File: src/verilog/ext_exec_pkg.sv
/*
  Constants and types for the extended-instruction executor: opcode fields,
  operand widths, instruction-cycle phases and reset values.
  Assumes a core that fetches one 16-bit program word per instruction cycle.
*/
package ext_exec_pkg;

    ////////////////////////////////////////////////////////////////////////////
    // widths
    localparam int unsigned WORD_W  = 16;
    localparam int unsigned FP_W    = 14;
    localparam int unsigned PC_W    = 21;
    localparam int unsigned DADDR_W = 12;
    localparam int unsigned DATA_W  = 8;
    localparam int unsigned K_W     = 6;
    localparam int unsigned ZS_W    = 7;

    ////////////////////////////////////////////////////////////////////////////
    // opcode fields
    localparam int unsigned   OPC_HI_LSB       = 8;
    localparam int unsigned   OPC_TAG_LSB      = 6;
    localparam int unsigned   OPC_ZS_TAG_BIT   = 7;
    localparam int unsigned   OPC_NIB_LSB      = 12;
    localparam logic [7:0]    OPC_ADD_RET_HI   = 8'hE8;
    localparam logic [1:0]    OPC_ADD_RET_TAG  = 2'h3;
    localparam logic [7:0]    OPC_MOVE_HI      = 8'hEB;
    localparam logic          OPC_MOVE_ZS_TAG  = 1'h0;
    localparam logic [3:0]    OPC_TRAIL_NIB    = 4'hF;

    ////////////////////////////////////////////////////////////////////////////
    // four phases of one instruction cycle
    localparam logic [1:0] PH_DECODE = 2'h0;
    localparam logic [1:0] PH_READ   = 2'h1;
    localparam logic [1:0] PH_PROC   = 2'h2;
    localparam logic [1:0] PH_WRITE  = 2'h3;

    ////////////////////////////////////////////////////////////////////////////
    // reset values
    localparam logic [1:0]         PH_RESET   = 2'h0;
    localparam logic [FP_W-1:0]    FP_RESET   = 14'h0000;
    localparam logic [PC_W-1:0]    PC_RESET   = 21'h000000;
    localparam logic [DADDR_W-1:0] ADDR_RESET = 12'h000;
    localparam logic [DATA_W-1:0]  DATA_RESET = 8'h00;
    localparam logic [ZS_W-1:0]    OPND_RESET = 7'h00;

    typedef enum logic [2:0] {
        ST_FETCH,
        ST_ADD_EXEC,
        ST_ADD_NOP,
        ST_MOVE_SRC,
        ST_MOVE_DEST
    } exec_state_t;

endpackage

File: src/verilog/extended_stack_instr_exec.sv
/*
  Executor for the add-literal-and-return and the indexed move instructions.
  Owns the frame pointer, runs its own four-phase counter on core_clk_i,
  issues a program counter load with return-stack pop, and reads/writes
  the lower 4 Kbyte data space.
  Assumes: a program word is presented in the decode phase with instr_valid_i;
  data memory returns read data on the clock after mem_rd_o; the core leaves
  every word to this block while busy_o is high and applies pc_load_o.
*/
`timescale 1ns/1ps

////////////////////////////////////////////////////////////////////////////////
// How it works
// - add six-bit unsigned literal to frame pointer
// - in the same clock, load program counter from return stack
// - one word, two cycles, second cycle idle
// - move source is frame pointer plus offset
// - second word gives twelve-bit destination, written last
// - move addresses confined to lower 4 Kbyte
// - move takes two words and two cycles
// - decode only with extended mode enabled
// - lone trailing word executes as no-operation
module extended_stack_instr_exec (
    input  wire logic                            core_clk_i,
    input  wire logic                            rst_i,
    input  wire logic                            ext_mode_i,
    input  wire logic                            instr_valid_i,
    input  wire logic [ext_exec_pkg::WORD_W-1:0] instr_word_i,
    input  wire logic                            fp_load_i,
    input  wire logic [ext_exec_pkg::FP_W-1:0]   fp_load_data_i,
    input  wire logic [ext_exec_pkg::PC_W-1:0]   top_of_return_stack_i,
    input  wire logic [ext_exec_pkg::DATA_W-1:0] mem_rd_data_i,
    output logic      [1:0]                      phase_o,
    output logic                                 busy_o,
    output logic                                 decode_hit_o,
    output logic                                 nop_cycle_o,
    output logic      [ext_exec_pkg::FP_W-1:0]   frame_pointer_o,
    output logic                                 pc_load_o,
    output logic      [ext_exec_pkg::PC_W-1:0]   program_counter_o,
    output logic                                 stack_pop_o,
    output logic                                 mem_rd_o,
    output logic      [ext_exec_pkg::DADDR_W-1:0] mem_rd_addr_o,
    output logic                                 mem_wr_o,
    output logic      [ext_exec_pkg::DADDR_W-1:0] mem_wr_addr_o,
    output logic      [ext_exec_pkg::DATA_W-1:0] mem_wr_data_o,
    output logic                                 status_write_o
);
    import ext_exec_pkg::*;

    typedef struct packed {
        logic [1:0]         phase;
        exec_state_t        st;
        logic [ZS_W-1:0]    operand;
        logic [FP_W-1:0]    fp;
        logic [DADDR_W-1:0] src_addr;
        logic [DADDR_W-1:0] dst_addr;
        logic [DATA_W-1:0]  src_data;
        logic               dst_ok;
        logic               hit;
        logic               pc_load;
        logic [PC_W-1:0]    pc;
        logic               pop;
        logic               rd;
        logic               wr;
        logic               status_we;
    } exec_regs_t;

    localparam exec_regs_t REGS_RESET = '{
        phase:     PH_RESET,
        st:        ST_FETCH,
        operand:   OPND_RESET,
        fp:        FP_RESET,
        src_addr:  ADDR_RESET,
        dst_addr:  ADDR_RESET,
        src_data:  DATA_RESET,
        dst_ok:    1'b0,
        hit:       1'b0,
        pc_load:   1'b0,
        pc:        PC_RESET,
        pop:       1'b0,
        rd:        1'b0,
        wr:        1'b0,
        status_we: 1'b0
    };

    exec_regs_t s_reg;
    exec_regs_t s_next;

    logic               at_decode;
    logic               is_add_ret;
    logic               is_move;
    logic               is_trail;
    logic [FP_W-1:0]    fp_plus_k;
    logic [FP_W-1:0]    fp_plus_zs;

    ////////////////////////////////////////////////////////////////////////////
    // decode of the presented word
    assign at_decode  = (s_reg.phase == PH_DECODE) && instr_valid_i;
    assign is_add_ret = ext_mode_i
                        && (instr_word_i[WORD_W-1:OPC_HI_LSB] == OPC_ADD_RET_HI)
                        && (instr_word_i[OPC_HI_LSB-1:OPC_TAG_LSB] == OPC_ADD_RET_TAG);
    assign is_move    = ext_mode_i
                        && (instr_word_i[WORD_W-1:OPC_HI_LSB] == OPC_MOVE_HI)
                        && (instr_word_i[OPC_ZS_TAG_BIT] == OPC_MOVE_ZS_TAG);
    assign is_trail   = ext_mode_i
                        && (instr_word_i[WORD_W-1:OPC_NIB_LSB] == OPC_TRAIL_NIB);

    // unsigned literal, zero-extended
    assign fp_plus_k  = s_reg.fp + {{(FP_W-K_W){1'b0}}, s_reg.operand[K_W-1:0]};
    assign fp_plus_zs = s_reg.fp + {{(FP_W-ZS_W){1'b0}}, s_reg.operand};

    ////////////////////////////////////////////////////////////////////////////
    // next state
    always_comb begin
        s_next           = s_reg;
        s_next.phase     = s_reg.phase + 2'h1;
        s_next.hit       = 1'b0;
        s_next.pc_load   = 1'b0;
        s_next.pop       = 1'b0;
        s_next.rd        = 1'b0;
        s_next.wr        = 1'b0;
        s_next.status_we = 1'b0;

        if (fp_load_i) begin
            s_next.fp = fp_load_data_i;
        end

        case (s_reg.st)
            ST_FETCH: begin
                if (at_decode) begin
                    if (is_add_ret) begin
                        s_next.hit     = 1'b1;
                        s_next.operand = {1'b0, instr_word_i[K_W-1:0]};
                        s_next.st      = ST_ADD_EXEC;
                    end else if (is_move) begin
                        s_next.hit     = 1'b1;
                        s_next.operand = instr_word_i[ZS_W-1:0];
                        s_next.st      = ST_MOVE_SRC;
                    end else if (is_trail) begin
                        s_next.hit     = 1'b1;
                    end
                end
            end
            ST_ADD_EXEC: begin
                if (s_reg.phase == PH_PROC) begin
                    s_next.fp      = fp_plus_k;
                    s_next.pc_load = 1'b1;
                    s_next.pc      = top_of_return_stack_i;
                    s_next.pop     = 1'b1;
                end
                if (s_reg.phase == PH_WRITE) begin
                    s_next.st = ST_ADD_NOP;
                end
            end
            ST_ADD_NOP: begin
                // word fetched in this cycle is discarded
                if (s_reg.phase == PH_WRITE) begin
                    s_next.st = ST_FETCH;
                end
            end
            ST_MOVE_SRC: begin
                if (s_reg.phase == PH_READ) begin
                    s_next.src_addr = fp_plus_zs[DADDR_W-1:0];
                end
                if (s_reg.phase == PH_PROC) begin
                    s_next.rd = 1'b1;
                end
                if (s_reg.phase == PH_WRITE) begin
                    s_next.st     = ST_MOVE_DEST;
                    s_next.dst_ok = 1'b0;
                end
            end
            ST_MOVE_DEST: begin
                if (s_reg.phase == PH_DECODE) begin
                    s_next.src_data = mem_rd_data_i;
                    if (instr_valid_i && (instr_word_i[WORD_W-1:OPC_NIB_LSB] == OPC_TRAIL_NIB)) begin
                        s_next.dst_addr = instr_word_i[DADDR_W-1:0];
                        s_next.dst_ok   = 1'b1;
                    end
                end
                if ((s_reg.phase == PH_PROC) && s_reg.dst_ok) begin
                    s_next.wr = 1'b1;
                end
                if (s_reg.phase == PH_WRITE) begin
                    s_next.st = ST_FETCH;
                end
            end
            default: begin
                s_next.st = ST_FETCH;
            end
        endcase
    end

    ////////////////////////////////////////////////////////////////////////////
    // state register
    always_ff @(posedge core_clk_i or posedge rst_i) begin
        if (rst_i) begin
            s_reg <= REGS_RESET;
        end else begin
            s_reg <= s_next;
        end
    end

    ////////////////////////////////////////////////////////////////////////////
    // outputs
    assign phase_o           = s_reg.phase;
    assign busy_o            = (s_reg.st != ST_FETCH);
    assign decode_hit_o      = s_reg.hit;
    assign nop_cycle_o       = (s_reg.st == ST_ADD_NOP);
    assign frame_pointer_o   = s_reg.fp;
    assign pc_load_o         = s_reg.pc_load;
    assign program_counter_o = s_reg.pc;
    assign stack_pop_o       = s_reg.pop;
    assign mem_rd_o          = s_reg.rd;
    assign mem_rd_addr_o     = s_reg.src_addr;
    assign mem_wr_o          = s_reg.wr;
    assign mem_wr_addr_o     = s_reg.dst_addr;
    assign mem_wr_data_o     = s_reg.src_data;
    assign status_write_o    = s_reg.status_we;

endmodule // extended_stack_instr_exec

File: config.mk
export PLATFORM = sky130hd
export DESIGN_NAME = extended_stack_instr_exec
export DESIGN_NICKNAME = d
export VERILOG_FILES = /design/src/verilog/ext_exec_pkg.sv /design/src/verilog/extended_stack_instr_exec.sv
export SDC_FILE = /design/constraint.sdc
export NUM_CORES = 1
export LEC_CHECK = 0
export BUFFER_PORTS_ARGS = -buffer_cell sky130_fd_sc_hd__buf_4
export CORE_ASPECT_RATIO = 1.2
export CORE_MARGIN = 5
export CORE_UTILIZATION = 55
export DETAILED_ROUTE_END_ITERATION = 6
export PLACE_DENSITY = 0.85
export SLEW_MARGIN = 20
export SYNTH_ARGS = -nofsm -noshare
export SYNTH_HDL_FRONTEND = slang
export SYNTH_SLANG_ARGS = --single-unit
export TNS_END_PERCENT = 100
File: constraint.sdc
create_clock -name core_clk_i -period 8.5 [get_ports core_clk_i]
set_input_delay 1.7 -clock core_clk_i [delete_from_list [all_inputs] [get_ports core_clk_i]]
set_output_delay 1.7 -clock core_clk_i [all_outputs]
set_load 0.01 [all_outputs]
## Yosys cells after proc, flatten, opt, wreduce, memory -nomap -nowiden

Index checks and enable logic that the tools add are counted.

| storage, ports and cells | value |
|---|---|
| register bits | 85 |
| bits of input ports | 64 |

| cells by class | value |
|---|---|
| reductions and logical operators | 21 |
| multiplexer cells | 25 |
| bitwise logic cells | 1 |
| eq/ne operators | 18 |
| add/subtract/negate cells | 3 |

Operator list:

| operator | number |
|---|---|
| 23-bit two-way mux | 2 |
| 14-bit two-way mux | 3 |
| 10-bit two-way mux | 3 |
| 8-bit equality test, second input constant | 2 |
| 14-bit by 6-bit adder with 14-bit output | 1 |
| 12-bit by 7-bit adder with 12-bit output | 1 |
| 1-bit two-way mux | 12 |
| 3-bit one-hot mux with 4 select lines | 1 |
| 2-bit != test, second input constant | 5 |
| 3-bit two-way mux | 3 |
| 1-bit logical AND | 8 |
| 2-bit equality test, second input constant | 3 |
| 3-bit by 2-bit equality test with 1-bit output, second input constant | 2 |
| 2-bit AND reduction | 3 |
| 3-bit AND reduction | 2 |
| 5-bit AND reduction | 1 |
| 4-bit equality test, second input constant | 1 |
| 4-bit AND reduction | 1 |
| 2-bit nonzero test | 2 |
| 3-bit by 1-bit equality test with 1-bit output, second input constant | 1 |
| 3-bit equality test, second input constant | 1 |
| 3-bit zero test | 1 |
| 3-bit != test, second input constant | 1 |
| 3-bit nonzero test | 1 |
| other kinds (7) | 7 |

## Depth between registers and ports, before layout

Gate-level depths: netlist (run 1).

| depth | value |
|---|---|
| depth after elaboration | 7 |
| mapped depth | 9 |
| depth with buffers taken out | 9 |

## Least setup slack after synthesis (run 1)

Ideal clock, no wire load.

| path | value |
|---|---|
| path type | input -> register |
| from | input instr_word_i[10] in the netlist's numbering |
| to | register s_reg[74] in the netlist's numbering |
| arrival | 2.775 ns |
| library setup time | 0.125 ns |
| path slack | 5.600 ns |
| cell stages on the path | 5 |
| cells stage by stage | nor4bb_1 -> and4_1 -> nand2_4 -> nor2_8 -> mux2_4 |

| on the way | value |
|---|---|
| word-level cells in the longest chain between the ends | 5 |
| elaborated cells between the ends (all ways) | 9 |

RTL lines:

| what | RTL line | text |
|---|---|---|
| from (decl) | extended_stack_instr_exec.sv:28 | `input wire logic [ext_exec_pkg::WORD_W-1:0] instr_word_i,` |
| 8-bit equality test (on tied branches) | extended_stack_instr_exec.sv:100, extended_stack_instr_exec.sv:103 |  |
| 1-bit logical AND (on tied branches) | extended_stack_instr_exec.sv:100, extended_stack_instr_exec.sv:103 |  |
| 1-bit logical AND (on tied branches) | extended_stack_instr_exec.sv:101, extended_stack_instr_exec.sv:104 |  |
| 2-bit nonzero test (no line) | -- |  |
| 3-bit AND reduction (no line) | -- |  |
| to (signal assigned) | extended_stack_instr_exec.sv:200 | `s_reg <= s_next;` |
| to (decl) | extended_stack_instr_exec.sv:86 | `exec_regs_t s_reg;` |

Several ways; a longest one is shown, not always the timed one.
A chain may end at the register's enable or synchronous reset.

## Worst setup path after layout (run 1)

| path | value |
|---|---|
| from | register s_reg[82] in the netlist's numbering |
| to | output busy_o |

| on the way | value |
|---|---|
| word-level cells in the longest chain between the ends | 1 |

RTL lines:

| what | RTL line | text |
|---|---|---|
| 3-bit nonzero test | extended_stack_instr_exec.sv:207 | `assign busy_o = (s_reg.st != ST_FETCH);` |
| to (decl) | extended_stack_instr_exec.sv:34 | `output logic busy_o,` |

Every way passes these cells.

==> reports/metrics.cfg, run 1 <==
[floorplanning]
initial_core_util=0.558
fp-row-count=36
die_area_um2=10000
ios=141
die_x_um=92.3
die_y_um=109
core_um2=8020

[synth]
yosys_warnings=0
synth_fp_nets=520
syn_avg_cell_area_um2=10.1
synthFlopType=dfrtp_1
ys_seq_area_frac=0.470
netlist_area_um2=4470
ys_types=60
async_reset_ff_frac=1.00
synth_seq_cells=84
netlist_instances=444
synth_edf_count=0

[power]
power_uw=746
ir_worst_vdd_mv=0.0939
powerDensity_nw_per_um2=143
p_leak_uw=0.00268

[global_routing]
grt_util_met1=0.231
grt.met2_usage=0.328
grt_pass1_vias=3318
overflow=0
grt_pass1_wl_mm=15.4
grt_max_degree=85
busiest_layer=met2
met3_usage=0.0580
grt_antenna_before_repair=0
grt_usage=0.196

[final_layout]
insertedDiodeCount=0
fillers=670
largest_reg_flops=21
final_core_util=0.650
area_growth_pct=16.4
nets=587
drive_above_1_share=0.379

[worst_setup_path]
path_buf_inv=1
crit_family=flip-flops
max_stage_delay_ns=0.49
required_ns=6.80
cp-end-kind=output port
path_max_fanout=10
arrival_ns=1.43
cp_slowest_cell=dfrtp_1
crit_path_start_kind=flop
crit_type=flop to output port
crit_chain=or3_4 > buf_4

[timing]
max_freq_mhz=320
slew_violations=0
whs_ns=0.476
rsz0062_at_grt=no
skew_ns=0.00836
final-setup-viol-count=0
relSlewSlack=0.498
setup_tns_ns=0
hold_viol_final=0
fin_crit_ns=3.13
setup_ws_ns=5.37
fin_crit_sh=0.368
worst_slew_pin_slew_ns=0.751

[clocking]
cts_hold_buf=0
cts.sinks=84
cts_setup_buffers=0
cts_buffer_depth=2
ctsResizeCount=0
numCtsBuffers=9
clk_latency_ns=0.35
cts.htree.levels=3
cts-root-buf=clkbuf_8
cts_tree=built
path_clk_slew_ns=0.08

[outcome]
status=complete, no violations

[detailed_routing]
dr.pass1.iters=4
postRouteAntennaNets=0
drc=0
wl_per_cell_um=15.2
vias=3151
viasPerCell=5.17
drt_iter0_drc=115
wl_mm=9.29

[placed_design]
post-place-ws_ns=5.38
port_buffers=139
hpwlAfterDp_mm=7.16
place_congestion=0.816

[run]
maxCapViolCount=0

[hold_path]
hp-class=flop to flop

-- synthesized netlist by cell type, types with 7 or more instances --
master | n | area (µm²)
ha_1 | 11 | 138
dfrtp_1 | 84 | 2100
nor2b_1 | 7 | 43.8
o21ai_0 | 20 | 100
nand3_1 | 9 | 45.0
a21oi_1 | 13 | 65.1
nor2_1 | 14 | 52.6
buf_4 | 73 | 548
inv_1 | 9 | 33.8
nand2_1 | 96 | 360
mux2_2 | 21 | 236
-- per-layer routing --
layer  vias up  wire (µm)
met4         0        164
li1       1554          -
met5         -          0
met2       115       4540
met1      1470       3780
met3        12        807
-- where the power goes --
group          switching, µW  internal, µW
Combinational           37.6          41.7
Sequential              8.84           406
Clock                    131           120
-- tightest hold or removal path, cell delays in order (launching register included) --
cell     delay [ns]
dfrtp_1        0.34
nand2_1        0.05
nand2_1        0.05
-- placed cells by master, fill, tap and decap left out, types with 3 or more instances in the layout --
cell type,instances
clkinv_2,3
clkbuf_8,11
mux2_4,5
o311ai_1,3
ha_1,11
nor2b_1,7
nand2_1,96
inv_1,8
nor2_1,14
a21oi_1,13
xnor2_1,5
buf_4,139
xor2_1,5
o21ai_0,20
dfrtp_1,84
and3_1,4
o311ai_0,3
a211oi_1,5
mux2_2,21
nand3_1,9
-- layout make-up --
cell class                      count  area (µm²)  share of cell area
Inverter                           10        38.8             0.00744
Multi-Input combinational cell    266        1730               0.331
Sequential cell                    84        2100               0.403
Clock buffer                       13         159              0.0305
Clock inverter                      2        10.0             0.00192
Timing Repair Buffer              140        1050               0.202
Tap cell                           95         119              0.0228
-- path summary, 6_finish.rpt --
kind | slack (ns) | end | cells after the start | startpoint
min in group asynchronous | 1.55 | program_counter_o[0] | 3 | rst_i
min reg2reg | 0.48 | program_counter_o[17] | 2 | program_counter_o[17]
min | 0.48 | program_counter_o[17] | 2 | program_counter_o[17]
max reg2reg | 5.97 | frame_pointer_o[8] | 7 | phase_o[0]
max in group asynchronous | 6.45 | frame_pointer_o[12] | 3 | rst_i
max | 5.37 | busy_o | 2 | s_reg[82]
-- through the flow --
step                instance area [µm²]  instances
CTS                                5210        610
finish                             5210        610
floorplan                          4470        444
global placement                   5040        595
detailed placement                 5040        595
global route                       5210        610
-- cells by family (layout without fill, tap and decap cells) --
group | Yosys count | after routing | share of synthesized area
buffers and inverters | 94 | 165 | 0.144
muxes | 27 | 27 | 0.0719
and+or+nand+nor | 156 | 156 | 0.170
xor gates and xnor gates | 10 | 10 | 0.0196
other | 1 | 1 | 0.000838
DFF | 84 | 84 | 0.470
adders and majority gates | 12 | 12 | 0.0352
AOI/OAI and AO/OA | 60 | 60 | 0.0881
Power figures use the tool's default switching activity.
==> inputs of run 2 (changes only) <==
--- a/config.mk
+++ b/config.mk
@@ -8,9 +8,9 @@
 export BUFFER_PORTS_ARGS = -buffer_cell sky130_fd_sc_hd__buf_4
 export CORE_ASPECT_RATIO = 1.2
 export CORE_MARGIN = 5
-export CORE_UTILIZATION = 55
+export CORE_UTILIZATION = 51
 export DETAILED_ROUTE_END_ITERATION = 6
-export PLACE_DENSITY = 0.85
+export PLACE_DENSITY = 0.8
 export SLEW_MARGIN = 20
 export SYNTH_ARGS = -nofsm -noshare
 export SYNTH_HDL_FRONTEND = slang
==> constraint.sdc (replaced) <==
create_clock -name core_clk_i -period 3 [get_ports core_clk_i]
set_input_delay 0.6 -clock core_clk_i [delete_from_list [all_inputs] [get_ports core_clk_i]]
set_output_delay 0.6 -clock core_clk_i [all_outputs]
set_load 0.01 [all_outputs]
==> run 2 against run 1 <==
Compared with the run above: clock skew grew 0.0026 ns; routed wire length rose by 1.7%; clock-buffer cell count decreased by 4; register-to-register slack got worse by 5.2 ns; total power increased to 2.9 times the previous value; largest cell class unchanged.
==> reports/metrics.cfg, run 2 (synthesis results as in run 1) <==
[outcome]
status=complete, no violations

[worst_setup_path]
crit_path_start_kind=flop
max_stage_delay_ns=0.39
r2r_cells=9
reg2reg_slack_ns=0.79
cp_slowest_cell=dfrtp_1
critPathMostFrequentCell=o21ai_0
cp-end-kind=flop
crit_type=flop to flop
required_ns=3.25
crit_chain=ha_1 > inv_1 > fa_1 > nor2b_1 > o211ai_1 > a21boi_0 > o21ai_0 > xor2_1 > o21ai_0
arrival_ns=2.46
path_max_fanout=3

[clocking]
clk_latency_ns=0.34
ctsResizeCount=0
cts_setup_buffers=0
numCtsBuffers=9
path_clk_slew_ns=0.08
cts_buffer_depth=2
cts_tree=built
cts_hold_buf=0
cts-root-buf=clkbuf_8
cts.sinks=84
cts.htree.levels=3

[final_layout]
drive_above_1_share=0.383
instances_no_fill=632
final_common_cell=buf_4
fillers=706
nets=588
insertedDiodeCount=0
final_cell_mix=buf_4 (140), nand2_1 (96), dfrtp_1 (84)
area_growth_pct=17.6
largest_reg_flops=21
final_core_util=0.615

[timing]
skew_ns=0.0110
rsz0062_at_grt=no
final-setup-viol-count=0
fin_crit_sh=0.736
worst_slew_pin_slew_ns=0.748
max_freq_mhz=453
hold_viol_final=0
setup_tns_ns=0
relSlewSlack=0.500
slew_violations=0
fin_crit_ns=2.21

[placed_design]
hpwlAfterDp_mm=7.43
place_congestion=0.842
place_inst=618
port_buffers=139

[floorplanning]
fp-row-count=37
ios=141
die_x_um=95.5
core_um2=8560
initial_core_util=0.522
die_y_um=113
die_area_um2=10800

[power]
p_int_uw=1640
pwr-share-comb=0.106
netSwitchingFraction=0.239
seqPwrFrac=0.546
p_leak_uw=0.00269
powerDensity_nw_per_um2=410
p_clk_frac=0.348
switchingPower_uw=515
ir_worst_vdd_mv=0.205

[detailed_routing]
vias=3247
dr.pass1.iters=4
postRouteAntennaNets=0
drt_iter0_drc=117
viasPerCell=5.14
wl_per_cell_um=14.9
drc=0
wl_mm=9.45

[global_routing]
grt_pass1_wl_mm=15.2
grt_usage=0.178
grt_antenna_before_repair=0
grt_pass1_vias=3307
grt_max_degree=51
overflow=0

[hold_path]
hp-class=input pin to asynchronous set/reset pin

[run]
maxCapViolCount=0

## run 2: changes by cell type in the layout (fill, tap and decap cells not counted)
cell / change
clkbuf_1: -2
clkbuf_8: -2
clkinvlp_4: +2
buf_12: +1
buf_4: +1
buf_6: -1
bufinv_16: +1
## run 2: through the flow
stage | hold WS [ns] | area [µm²] | worst slack, ns | total power [µW]
after floorplan | 0.445 | 4470 | 0.235 | 1330
after global placement | 0.458 | 5080 | 0.970 | 1430
after detailed placement | 0.463 | 5080 | 0.816 | 1430
after CTS | 0.318 | 5260 | 0.814 | 2180
after global routing | 0.343 | 5260 | 0.716 | 2260
final | 0.306 | 5260 | 0.792 | 2160
## run 2: power by group through the flow
stage	logic, µW	clock network [µW]	registers, µW
floorplan	136	0	1190
global placement	227	0	1200
detailed placement	232	0	1200
CTS	233	774	1180
global route	253	829	1180
finish	229	752	1180
## run 2: area by class of cell
cell class	instances	area (µm²)	share of cell area
clock buffers	9	124	0.0235
repair buffers	141	1070	0.203
multi-input cells	266	1730	0.328
flip-flops and latches	84	2100	0.399
well taps	117	146	0.0278
clock inverters	5	55.1	0.0105
inverters	10	38.8	0.00737
## run 2: worst paths after layout
check | start | end
max in group asynchronous | rst_i | mem_wr_addr_o[10]
setup reg to reg | frame_pointer_o[0] | mem_rd_addr_o[10]
setup / recovery | frame_pointer_o[0] | mem_rd_addr_o[10]
hold reg to reg | program_counter_o[18] | program_counter_o[18]
min in group core_clk_i | top_of_return_stack_i[14] | program_counter_o[14]
hold / removal | rst_i | program_counter_o[2]
## run 2: metal layers
metal	wire, µm	vias up	part of all wire	track usage
met4	125	0	0.013	0.0645
met2	4660	128	0.49	0.302
met3	973	15	0.10	0.0597
met5	0	-	0	0
met1	3690	1538	0.39	0.209
li1	-	1566	-	-
## run 2: critical path, delay by kind of cell, from the launching register on
kind | cells | cell delay [ns]
buf+inv | 1 | 0.05
compound gates | 4 | 0.78
simple gates | 1 | 0.17
flops | 1 | 0.39
xor+xnor | 1 | 0.17
fa+ha+maj | 2 | 0.57
==> inputs of run 3 (changes only) <==
==> constraint.sdc (replaced) <==
create_clock -name core_clk_i -period 2.2 [get_ports core_clk_i]
set_input_delay 0.44 -clock core_clk_i [delete_from_list [all_inputs] [get_ports core_clk_i]]
set_output_delay 0.44 -clock core_clk_i [all_outputs]
set_load 0.01 [all_outputs]
==> run 3 against run 2 <==
Compared with the run above: combinational power up 45%; worst hold slack worse by 0.16 ns; largest cell class unchanged; sequential power up 36%; global-route usage up 0.73 points; clock-buffer cell count up 3; highest routed layer unchanged; clock skew down 0.0013 ns; worst setup slack worse by 0.73 ns; clock power up 58%; design area up 2.2%; fmax up 3.1%; flip-flop and latch count unchanged.
==> reports/metrics.cfg, run 3 (synthesis results as in run 1) <==
[final_layout]
final_cell_mix=buf_4 (145), nand2_1 (96), dfrtp_1 (84)
area_growth_pct=20.2
drive_above_1_share=0.394
final_common_cell=buf_4
largest_reg_flops=21
insertedDiodeCount=0
nets=594

[timing]
max_freq_mhz=467
rsz0062_at_grt=yes
setup_tns_ns=0
slew_violations=0
hold_viol_final=0
skew_ns=0.00967
fin_crit_ns=2.14
worst_slew_pin_slew_ns=0.551
fin_crit_sh=0.973
final-setup-viol-count=0
setup_ws_ns=0.0590
relSlewSlack=0.632

[global_routing]
grt_pass1_vias=3311
overflow=0
grt_usage=0.186
grt_pass1_wl_mm=15.8
grt_max_degree=35
grt_antenna_before_repair=0

[worst_setup_path]
crit_path_start_kind=flop
crit_start=frame_pointer_o[0]
r2r-start=frame_pointer_o[0]
cp-end-kind=flop
path_max_fanout=7
crit_type=flop to flop
arrival_ns=2.38
required_ns=2.44

[clocking]
cts_tree=built
path_clk_slew_ns=0.08
cts_buffer_depth=2
cts.htree.levels=3
numCtsBuffers=9
clk_latency_ns=0.34
cts.sinks=84
cts_hold_buf=0
cts-root-buf=clkbuf_8

[power]
p_int_uw=2410
p_leak_uw=0.00274
powerDensity_nw_per_um2=580
ir_worst_vdd_mv=0.266
seqPwrFrac=0.513
netSwitchingFraction=0.227
pwr-share-comb=0.106
p_clk_frac=0.381
switchingPower_uw=709

[placed_design]
place_congestion=0.840
hpwlAfterDp_mm=7.77
port_buffers=139
post-place-ws_ns=0.0682

[floorplanning]
die_area_um2=10800
die_y_um=113
die_x_um=95.5
core_um2=8560
ios=141
fp-row-count=37
initial_core_util=0.522

[detailed_routing]
wl_per_cell_um=15.3
drc=0
viasPerCell=5.01
postRouteAntennaNets=0
dr.pass1.iters=4
drt_iter0_drc=115
wl_mm=9.81
vias=3205

[hold_path]
hp-class=input pin to asynchronous set/reset pin

[run]
maxCapViolCount=0

[outcome]
status=complete, no violations

[run 3: cell count changes in the layout (fill, tap and decap cells not counted), sizes merged]
cell,change
buf,+6
clkbuf,+3
clkinv,-2
bufinv,+1
[run 3: what timing repair did]
item | CTS | global route
gates cloned | 0 | 0
endpoints found under the setup margin | 1 | 6
gates resized for setup | 1 | 5
setup buffers | 0 | 0
[run 3: final timing paths]
path                                               to  slack [ns]  depth (start not counted)
worst max-delay path               frame_pointer_o[8]        0.06                          9
worst max register to register     frame_pointer_o[8]        0.06                          9
min in group core_clk_i         program_counter_o[15]        0.28                          3
worst min register to register  program_counter_o[16]        0.48                          2
max in group asynchronous                  phase_o[0]        1.51                          3
worst min-delay path             program_counter_o[3]        0.15                          2
[run 3: area by class of cell]
cell class	count	area, µm²
clock buffer	12	145
clock inverter	4	72.6
multi-input combinational	266	1740
tap	117	146
sequential	84	2100
timing repair buffer	147	1130
fill	689	3180
inverter	10	41.3
[run 3: critical path: stages, from the launching register on]
cell and delay, ns:
dfrtp_1 0.38, ha_1 0.18, inv_1 0.08, fa_2 0.39, nor2b_2 0.15, o211ai_1 0.11
nand2_1 0.14, a21oi_4 0.10, or2_1 0.27, o311ai_1 0.25
[run 3: metrics by stage]
step	std cells	power, µW	hold WS [ns]	utilization	instance area [µm²]
2_1_floorplan	444	1810	0.445	-	4480
3_3_place_gp	624	1950	0.460	0.601	5140
3_5_place_dp	624	1960	0.463	0.601	5140
4_1_cts	640	3160	0.152	0.626	5370
5_1_grt	640	3260	0.168	0.628	5380
6_report	640	3120	0.146	0.628	5380
[run 3: per-layer routing]
metal  GRT usage  up-vias  wire, µm
met3      0.0677       16      1030
li1            -     1571         -
met1       0.214     1480      3690
met5           0        -         0
met2       0.321      138      4910
met4      0.0512        0       168
[run 3: power groups by stage]
stage	sequential (µW)	combinational, µW	clock (µW)
after CTS	1600	333	1220
final	1600	331	1190
after detailed placement	1630	329	0
after global placement	1630	323	0
after global routing	1610	363	1290
after floorplan	1620	186	0
